## config.mk

```make
export PLATFORM = sky130hd
export DESIGN_NAME = cvt_timing
export DESIGN_NICKNAME = d
export VERILOG_FILES = /design/src/design/cvt_pkg.sv /design/src/design/cvt_tick.sv /design/src/design/cvt_timing.sv
export VERILOG_INCLUDE_DIRS = /design/src /design/src/design
export SDC_FILE = /design/constraint.sdc
export NUM_CORES = 1
export LEC_CHECK = 0
export BUFFER_PORTS_ARGS = -buffer_cell sky130_fd_sc_hd__buf_2
export CAP_MARGIN = 20
export CORE_MARGIN = 2
export CORE_UTILIZATION = 30
export CTS_BUF_LIST = sky130_fd_sc_hd__clkbuf_8 sky130_fd_sc_hd__clkbuf_16
export DETAILED_ROUTE_END_ITERATION = 8
export GPL_TIMING_DRIVEN = 0
export HOLD_SLACK_MARGIN = 0.02
export SYNTH_ARGS = -nofsm -noshare
export SYNTH_HDL_FRONTEND = slang
export SYNTH_SLANG_ARGS = --single-unit
```

## constraint.sdc

```tcl
create_clock -name clk -period 7.4 [get_ports clk]
set_input_delay 1.11 -clock clk [delete_from_list [all_inputs] [get_ports clk]]
set_output_delay 1.11 -clock clk [all_outputs]
set_load 0.01 [all_outputs]
```

## src/design/cvt_map.svh

```systemverilog
`ifndef CVT_MAP_SVH
`define CVT_MAP_SVH
// ----------------------------------------
// register offsets
// ----------------------------------------
`define CVT_PRE_OFS 4'h0
`define CVT_ACQ_OFS 4'h1
`define CVT_GRD_OFS 4'h2
`define CVT_CTL_OFS 4'h3
`define CVT_STAT_OFS 4'h4
// ----------------------------------------
// field positions and reset values
// ----------------------------------------
`define CVT_GRD_BOE_BIT 7
`define CVT_GRD_AOE_BIT 6
`define CVT_GRD_POL_BIT 5
`define CVT_CTL_ON_BIT 0
`define CVT_CTL_RC_BIT 1
`define CVT_CTL_START_BIT 2
`define CVT_REG_RESET 8'h00
// ----------------------------------------
// timing
// ----------------------------------------
`define CVT_INSTR_DIV 4
`endif

```

## src/design/cvt_pkg.sv

```systemverilog
package cvt_pkg;
	typedef enum logic [1:0] {
		CVT_IDLE,
		CVT_PRE,
		CVT_ACQ,
		CVT_CONV
	} cvt_phase_type;
endpackage : cvt_pkg

```

## src/design/cvt_tick.sv

```systemverilog
`timescale 1ns/10ps
// ----------------------------------------
// tick source for the phase timers
// ----------------------------------------
module cvt_tick #(
	parameter int DIV = 4
) (
	// clock and reset
	input wire logic clk,
	input wire logic rst,
	input wire logic ce,
	// control
	input wire logic sync_clr,
	input wire logic rc_sel,
	input wire logic rc_tick_in,
	// tick
	output logic tick
);
	logic [3:0] div_q;
	logic div_tick;

	// instruction cycle divider
	always_ff @(posedge clk) begin
		if (rst || sync_clr) begin
			div_q <= 4'h0;
		end else if (ce) begin
			if (div_q == 4'(DIV - 1)) begin
				div_q <= 4'h0;
			end else begin
				div_q <= div_q + 4'h1;
			end
		end
	end

	assign div_tick = ce && (div_q == 4'(DIV - 1));
	// select internal rc tick or instruction tick
	assign tick = rc_sel ? (ce && rc_tick_in) : div_tick;
endmodule : cvt_tick

```

## src/design/cvt_timing.sv

```systemverilog
// The plain strobed port and the register offsets were left to the implementer.
`timescale 1ns/10ps
`include "cvt_map.svh"
module cvt_timing #(
	parameter int CW = 7
) (
	// clock and reset
	input wire logic clk,
	input wire logic rst,
	input wire logic ce,
	// register port
	input wire logic [3:0] addr,
	input wire logic [7:0] wdata,
	input wire logic wr,
	input wire logic rd,
	output logic [7:0] rdata,
	// converter side
	input wire logic rc_tick,
	input wire logic conv_done,
	output cvt_pkg::cvt_phase_type phase,
	output logic conv_start,
	// guard pins
	input wire logic guard_a_dir_out,
	input wire logic guard_b_dir_out,
	output logic guard_a_pin_o,
	output logic guard_a_pin_oe,
	output logic guard_b_pin_o,
	output logic guard_b_pin_oe
);
	import cvt_pkg::*;

	logic [CW-1:0] precharge_count_q;
	logic [CW-1:0] acquisition_count_q;
	logic guard_b_output_enable_q;
	logic guard_a_output_enable_q;
	logic guard_start_polarity_q;
	logic converter_on_q;
	logic internal_rc_conversion_clock_q;
	logic start_req;
	cvt_phase_type phase_q;
	cvt_phase_type phase_d;
	logic [CW-1:0] cnt_q;
	logic tick;
	logic phase_enter;
	logic [7:0] rdata_q;
	logic ga_q;
	logic gb_q;

	// ----------------------------------------
	// register writes
	// ----------------------------------------
	// writable fields, high bits dropped
	always_ff @(posedge clk) begin
		if (rst) begin
			precharge_count_q <= '0;
			acquisition_count_q <= '0;
			guard_b_output_enable_q <= 1'b0;
			guard_a_output_enable_q <= 1'b0;
			guard_start_polarity_q <= 1'b0;
			converter_on_q <= 1'b0;
			internal_rc_conversion_clock_q <= 1'b0;
		end else if (ce && wr) begin
			unique case (addr)
				`CVT_PRE_OFS: precharge_count_q <= wdata[CW-1:0];
				`CVT_ACQ_OFS: acquisition_count_q <= wdata[CW-1:0];
				`CVT_GRD_OFS: begin
					guard_b_output_enable_q <= wdata[`CVT_GRD_BOE_BIT];
					guard_a_output_enable_q <= wdata[`CVT_GRD_AOE_BIT];
					guard_start_polarity_q <= wdata[`CVT_GRD_POL_BIT];
				end
				`CVT_CTL_OFS: begin
					converter_on_q <= wdata[`CVT_CTL_ON_BIT];
					internal_rc_conversion_clock_q <= wdata[`CVT_CTL_RC_BIT];
				end
				default: ;
			endcase
		end
	end

	// start strobe from control write
	assign start_req = ce && wr && (addr == `CVT_CTL_OFS) && wdata[`CVT_CTL_START_BIT]
		&& wdata[`CVT_CTL_ON_BIT];

	// ----------------------------------------
	// register reads
	// ----------------------------------------
	// read data one cycle after strobe, zero in unused bits
	always_ff @(posedge clk) begin
		if (rst) begin
			rdata_q <= `CVT_REG_RESET;
		end else if (ce) begin
			rdata_q <= 8'h00;
			if (rd) begin
				unique case (addr)
					`CVT_PRE_OFS: rdata_q <= {1'b0, precharge_count_q};
					`CVT_ACQ_OFS: rdata_q <= {1'b0, acquisition_count_q};
					`CVT_GRD_OFS: rdata_q <= {guard_b_output_enable_q,
						guard_a_output_enable_q, guard_start_polarity_q, 5'h00};
					`CVT_CTL_OFS: rdata_q <= {6'h00, internal_rc_conversion_clock_q,
						converter_on_q};
					`CVT_STAT_OFS: rdata_q <= {6'h00, phase_q};
					default: rdata_q <= 8'h00;
				endcase
			end
		end
	end
	assign rdata = rdata_q;

	// ----------------------------------------
	// phase timing
	// ----------------------------------------
	cvt_tick #(
		.DIV(`CVT_INSTR_DIV)
	) u_tick (
		.clk(clk),
		.rst(rst),
		.ce(ce),
		.sync_clr(phase_enter),
		.rc_sel(internal_rc_conversion_clock_q),
		.rc_tick_in(rc_tick),
		.tick(tick)
	);

	// next phase
	always_comb begin
		phase_d = phase_q;
		unique case (phase_q)
			CVT_IDLE: begin
				if (start_req) begin
					if (precharge_count_q != '0) begin
						phase_d = CVT_PRE;
					end else if (acquisition_count_q != '0) begin
						phase_d = CVT_ACQ;
					end else begin
						phase_d = CVT_CONV;
					end
				end
			end
			CVT_PRE: begin
				if (tick && cnt_q == CW'(1)) begin
					phase_d = (acquisition_count_q != '0) ? CVT_ACQ : CVT_CONV;
				end
			end
			CVT_ACQ: begin
				if (tick && cnt_q == CW'(1)) begin
					phase_d = CVT_CONV;
				end
			end
			CVT_CONV: begin
				if (conv_done) begin
					phase_d = CVT_IDLE;
				end
			end
		endcase
		// converter off ends a running sequence; idle still takes a start that sets on
		if (!converter_on_q && phase_q != CVT_IDLE) begin
			phase_d = CVT_IDLE;
		end
	end

	assign phase_enter = ce && (phase_d != phase_q);

	// phase register and remaining count
	always_ff @(posedge clk) begin
		if (rst) begin
			phase_q <= CVT_IDLE;
			cnt_q <= '0;
		end else if (ce) begin
			phase_q <= phase_d;
			if (phase_d != phase_q) begin
				cnt_q <= (phase_d == CVT_PRE) ? precharge_count_q : acquisition_count_q;
			end else if (tick && cnt_q != '0) begin
				cnt_q <= cnt_q - CW'(1);
			end
		end
	end

	assign phase = phase_q;
	assign conv_start = ce && phase_enter && (phase_d == CVT_CONV);

	// ----------------------------------------
	// guard ring drive
	// ----------------------------------------
	// start level from polarity, guard a flips at acquisition
	always_ff @(posedge clk) begin
		if (rst) begin
			ga_q <= 1'b0;
			gb_q <= 1'b0;
		end else if (ce) begin
			if (phase_d == CVT_PRE || phase_d == CVT_IDLE) begin
				ga_q <= guard_start_polarity_q;
				gb_q <= guard_start_polarity_q;
			end else if (phase_d == CVT_ACQ && phase_q != CVT_ACQ) begin
				ga_q <= ~ga_q;
			end
		end
	end

	assign guard_a_pin_o = ga_q;
	assign guard_b_pin_o = gb_q;
	assign guard_a_pin_oe = converter_on_q && guard_a_output_enable_q
		&& guard_a_dir_out;
	assign guard_b_pin_oe = converter_on_q && guard_b_output_enable_q
		&& guard_b_dir_out;
endmodule : cvt_timing

```

### After elaboration in Yosys (flattened, before gate mapping)

Cells that the tools add are included.

| cells by class | value |
|---|---|
| $add $sub $neg | 2 |
| equal/unequal tests | 14 |
| mux-type cells | 17 |
| bitwise operators | 1 |
| reductions and logical operators | 36 |

Operators with widths:

| operator | count |
|---|---|
| $pmux 8 s5 | 1 |
| $mux 7 | 3 |
| $reduce_bool 7->1 | 3 |
| $logic_and 1x1->1 | 17 |
| $reduce_and 2->1 | 7 |
| $eq 4x2->1 const B | 3 |
| $mux 2 | 6 |
| $eq 2x2->1 const B | 4 |
| $mux 8 | 1 |
| $pmux 2 s4 | 1 |
| $eq 7x1->1 const B | 1 |
| $sub 7x1->7 const B | 1 |
| $reduce_bool 2->1 | 3 |
| $add 4x1->4 const B | 1 |
| $eq 2x1->1 const B | 2 |
| $eq 4x1->1 const B | 1 |
| $eq 4x3->1 const B | 1 |
| $logic_not 2->1 | 2 |
| $logic_not 4->1 | 1 |
| $mux 1 | 4 |
| $mux 4 | 1 |
| $logic_or 1x1->1 | 2 |
| $ne 2x2->1 | 1 |
| $ne 2x2->1 const B | 1 |
| 2 further kinds | 2 |

| storage, ports and cells | value |
|---|---|
| bits in registers | 42 |
| output and inout bits | 15 |
| word-level logic and storage cells | 83 |

### Longest topological paths before layout

| depth | value |
|---|---|
| depth in word-level cells | 11 |
| gate-level depth with buffers | 10 |
| gate-level depth less buffers | 9 |

### Cells and area by module

A second synthesis with hierarchy kept.

| second synthesis, totals | value |
|---|---|
| cell total of the unflattened synthesis | 275 |
| area, all modules | 2,416.1 um^2 |

Modules (own cells, without submodules):

| module | instances | cells an instance | area an instance (um^2) | sequential area each (um^2) |
|---|---|---|---|---|
| cvt_timing | 1 | 253 | 2,189.6 | 760.7 |
| cvt_tick | 1 | 22 | 226.5 | 80.1 |

### Worst setup path after synthesis

OpenSTA, ideal clock, no wires.

| timing | value |
|---|---|
| path type | input port to output port |
| start | input ce |
| end | output conv_start |
| arrival | 2.916 ns |
| slack | 3.374 ns |
| cell stages on the path | 7 |
| buffers on the path | 2 |
| cell sequence | clkbuf_1 > nand3b_1 > a2111oi_0 > o21ai_1 > o2111a_1 > buf_2 > nor4b_1 |

| between the ends | value |
|---|---|
| word-level cells in the longest chain between the ends | 11 |

RTL lines:

| what | line | text |
|---|---|---|
| from (decl) | cvt_timing.sv:10 | `input wire logic ce,` |
| $logic_and 1x1->1 (4 in series) | cvt_timing.sv:81 | `` assign start_req = ce && wr && (addr == `CVT_CTL_OFS) && wdata[`CVT_CTL_START_BIT] `` |
| $mux 2 | cvt_timing.sv:129 | `if (start_req) begin` |
| $pmux 2 s4 | cvt_timing.sv:127 | `unique case (phase_q)` |
| $mux 2 | cvt_timing.sv:156 | `if (!converter_on_q && phase_q != CVT_IDLE) begin` |
| $ne 2x2->1 | cvt_timing.sv:161 | `assign phase_enter = ce && (phase_d != phase_q);` |
| $logic_and 1x1->1 | cvt_timing.sv:161 |  |
| $logic_and 1x1->1 | cvt_timing.sv:179 | `assign conv_start = ce && phase_enter && (phase_d == CVT_CONV);` |
| $logic_and 1x1->1 (*) | cvt_timing.sv:179 |  |
| to (decl) | cvt_timing.sv:21 | `output logic conv_start,` |

Mark *: on every way between the ends. The rest lies on a longest branch, timed or not.

### Worst setup path in the final report

Same ends and word-level chain as after synthesis.

==> results by group <==
Floorplanning
  – Die Wd: around 94 um
  – Site Rows: 32
  – CORE AREA: around 0.0078 sq mm
  – DIE AREA: slightly below 0.009 sq mm
  – Die height: 93.9 um
  – I/O pin cnt: 36
  – Initial core utilization: 31.2%

Critical path
  – Worst-path fanout max: 10
  – CP Capture Type: primary output
  – WP buf/inv: 3
  – Critical path's slowest cell: a2111oi_0
  – Crit path max-delay family: compound AO/OA/AOI/OAI gates
  – Critical path cell sequence: clkbuf_1, nand3b_1, a2111oi_0, o21ai_1, o2111a_1, buf_2, nor4b_1, buf_2
  – Startpoint Class: input pin
  – CP most frequent cell: buf_2
  – CP peak stage delay: 0.57 ns
  – CP Class: input pin to primary output
  – CP required: 6.29 ns
  – Worst EP arrival: 3.43 ns

Place
  – Place WS: 2.90 ns
  – Placed wire-length estimate: 5.17 mm
  – Gpl congestion: 0.857
  – Port bufs: 31

Synth
  – Syn_nets: about 330
  – Synth Cell Area: 0.00242 sq mm
  – Top_reg_cell synth: dfxtp_1
  – Share of the synthesized area in the top cell type: 34.7%
  – Syn. warnings: 0
  – Top cells by count, synth: 43 x nor2_1, 42 x dfxtp_1, 27 x a21oi_1
  – Top-count cell post-synth: nor2_1
  – Post-synth EDFFs: 0
  – Async SR Flop Fraction: 0%
  – Post-Syn Area per Cell: 8.03 sq um
  – Post-synthesis cell count: 302
  – Synthesized flop and latch total: 42
  – Yosys cell types: 61
  – Register area share after synthesis: 34.7%
  – Top cell type by total area after synthesis: dfxtp_1
  – Top post-synthesis cells by area: dfxtp_1 35%, mux2i_1 9.1%, nor2_1 6.7%

Finish
  – # diodes: 0
  – Nets: 366
  – Filler instances: between 800 and 900
  – Share of cells above drive strength 1: 15.2%
  – Area growth from synthesis to final layout: 15.5%

STA
  – Final hold vios: 0
  – Slew of the pin with the lowest slew margin: 0.767 ns
  – Slew headroom: around 49%
  – Period utilisation layout: just over 60%
  – Fmax: between 200 and 250 MHz
  – Minimum clock period: ~4.5 ns
  – TNS Setup: 0 ns
  – PnR worst setup slack: 2.86 ns
  – Hold WS: 0.455 ns
  – Final Max Slew Viols: 0
  – Setup Skew: around 0.0012 ns
  – RSZ-0062 raised after global routing: false
  – Final setup violation count: 0

Run
  – Max-cap violations: 0

Clocking
  – CTS tree: yes
  – CTS clk-pin slew, worst paths: 0.08 ns
  – Clock net sink count: 42
  – Post-CTS Setup Repair Bufs: 0
  – H-tree levels: 2
  – Clk buf depth: 2
  – Root Buffer: clkbuf_8
  – Num CTS Buffers: 5
  – Post-CTS resize count: 0
  – Clock Latency Late Sink: 0.30 ns
  – Post-CTS Hold Buffers: 0

Global routing
  – GR Util All Layers: ~16%
  – Grt ovf: 0
  – Largest net degree at the start of global routing: 14
  – First-pass GRT wire length: 10.9 mm
  – Initial antenna violation count: 0
  – Number of global-route vias before repair: 2161

Route
  – DRT Pass-1 Iters: 4
  – DR vias: 2359
  – ANT nets after route: 0
  – DR vias/cell: 5.31
  – Number of DRC markers in iteration 0: 153
  – Routed length per instance: 15.3 um
  – DRC: 0
  – Total Wirelength: 6.78 mm

Outcome
  – Status: complete, no violations

Power and ir drop
  – Total power: between 400 and 500 uW
  – Leak: 1.02 nW
  – Max IR drop VDD: 0.0000625 V
  – PwrDens: 152 mW/mm^2

Worst hold path
  – Hold WC Path Type: flip-flop to flip-flop
## path summary, 6_finish.rpt
kind	from	to	cells after the start	slack (ns)
worst max register to register	u_tick.div_q[0]	cnt_q[5]	8	4.41
worst min-delay path	guard_b_pin_o	guard_b_pin_o	2	0.46
worst min register to register	guard_b_pin_o	guard_b_pin_o	2	0.46
worst max-delay path	ce	conv_start	8	2.86
## registers in the layout, summed over array words and instances, names as in the netlist, 2 cells and up
register / cells
cnt_q: 7
rdata: 8
acquisition_count_q: 7
u_tick.div_q: 4
phase: 2
precharge_count_q: 7
## metal layers
metal  GRT usage, %  share of wire (%)
met5              0                  0
met4           6.04                2.4
met3           2.65                4.7
met2           24.6                 47
met1           21.6                 46
## cells in the final DEF (no fill, tap or decap), types with 8 or more instances in the layout
cell type and count:
buf_2 33, clkbuf_1 12, dfxtp_1 42, nor2_1 43, nand3_1 8, nand2_1 26, a21oi_1 27, mux2i_1 22
## final cells by class
class	count	area (sq um)	area share, %
clock buffer	5	68.8	2.46
buffer	17	70.1	2.50
sequential	42	841	30.0
timing repair buffer	32	163	5.81
multi-input combinational	236	1490	53.1
tap	102	128	4.56
clock inverter	3	17.5	0.625
inverter	7	26.3	0.938
## worst reg2reg max path, delay by kind of cell, from the launching register on
kind | cells | cell delay, ns
fa+ha+maj | 1 | 0.22
compound gates | 5 | 1.49
buf+inv | 1 | 0.25
flops | 1 | 0.39
simple gates | 1 | 0.52
## through the flow
step,std cells,cell area [sq um],util [%]
6_report,444,2800,36.1
3_3_place_gp,435,2710,34.9
4_1_cts,444,2800,36.1
3_5_place_dp,436,2720,35.0
2_1_floorplan,302,2420,-
5_1_grt,444,2800,36.1
## cells by family after synthesis
logic type,count (synthesis),share of synthesized area (%)
AO/OA/AOI/OAI,82,23.1
AND/OR/NAND/NOR,127,26.6
adder cells (fa/ha/maj),4,2.06
multiplexers,23,9.55
buffers and inverters,24,3.97
flip-flops,42,34.7
## report_power, final
group	total (mW)	internal, mW	switching (mW)
Combinational	0.0466	0.0154	0.0312
Clock	0.149	0.0653	0.0839
Sequential	0.231	0.228	0.00248
Total	0.427	0.309	0.118
(Power assumes the default switching activity.)
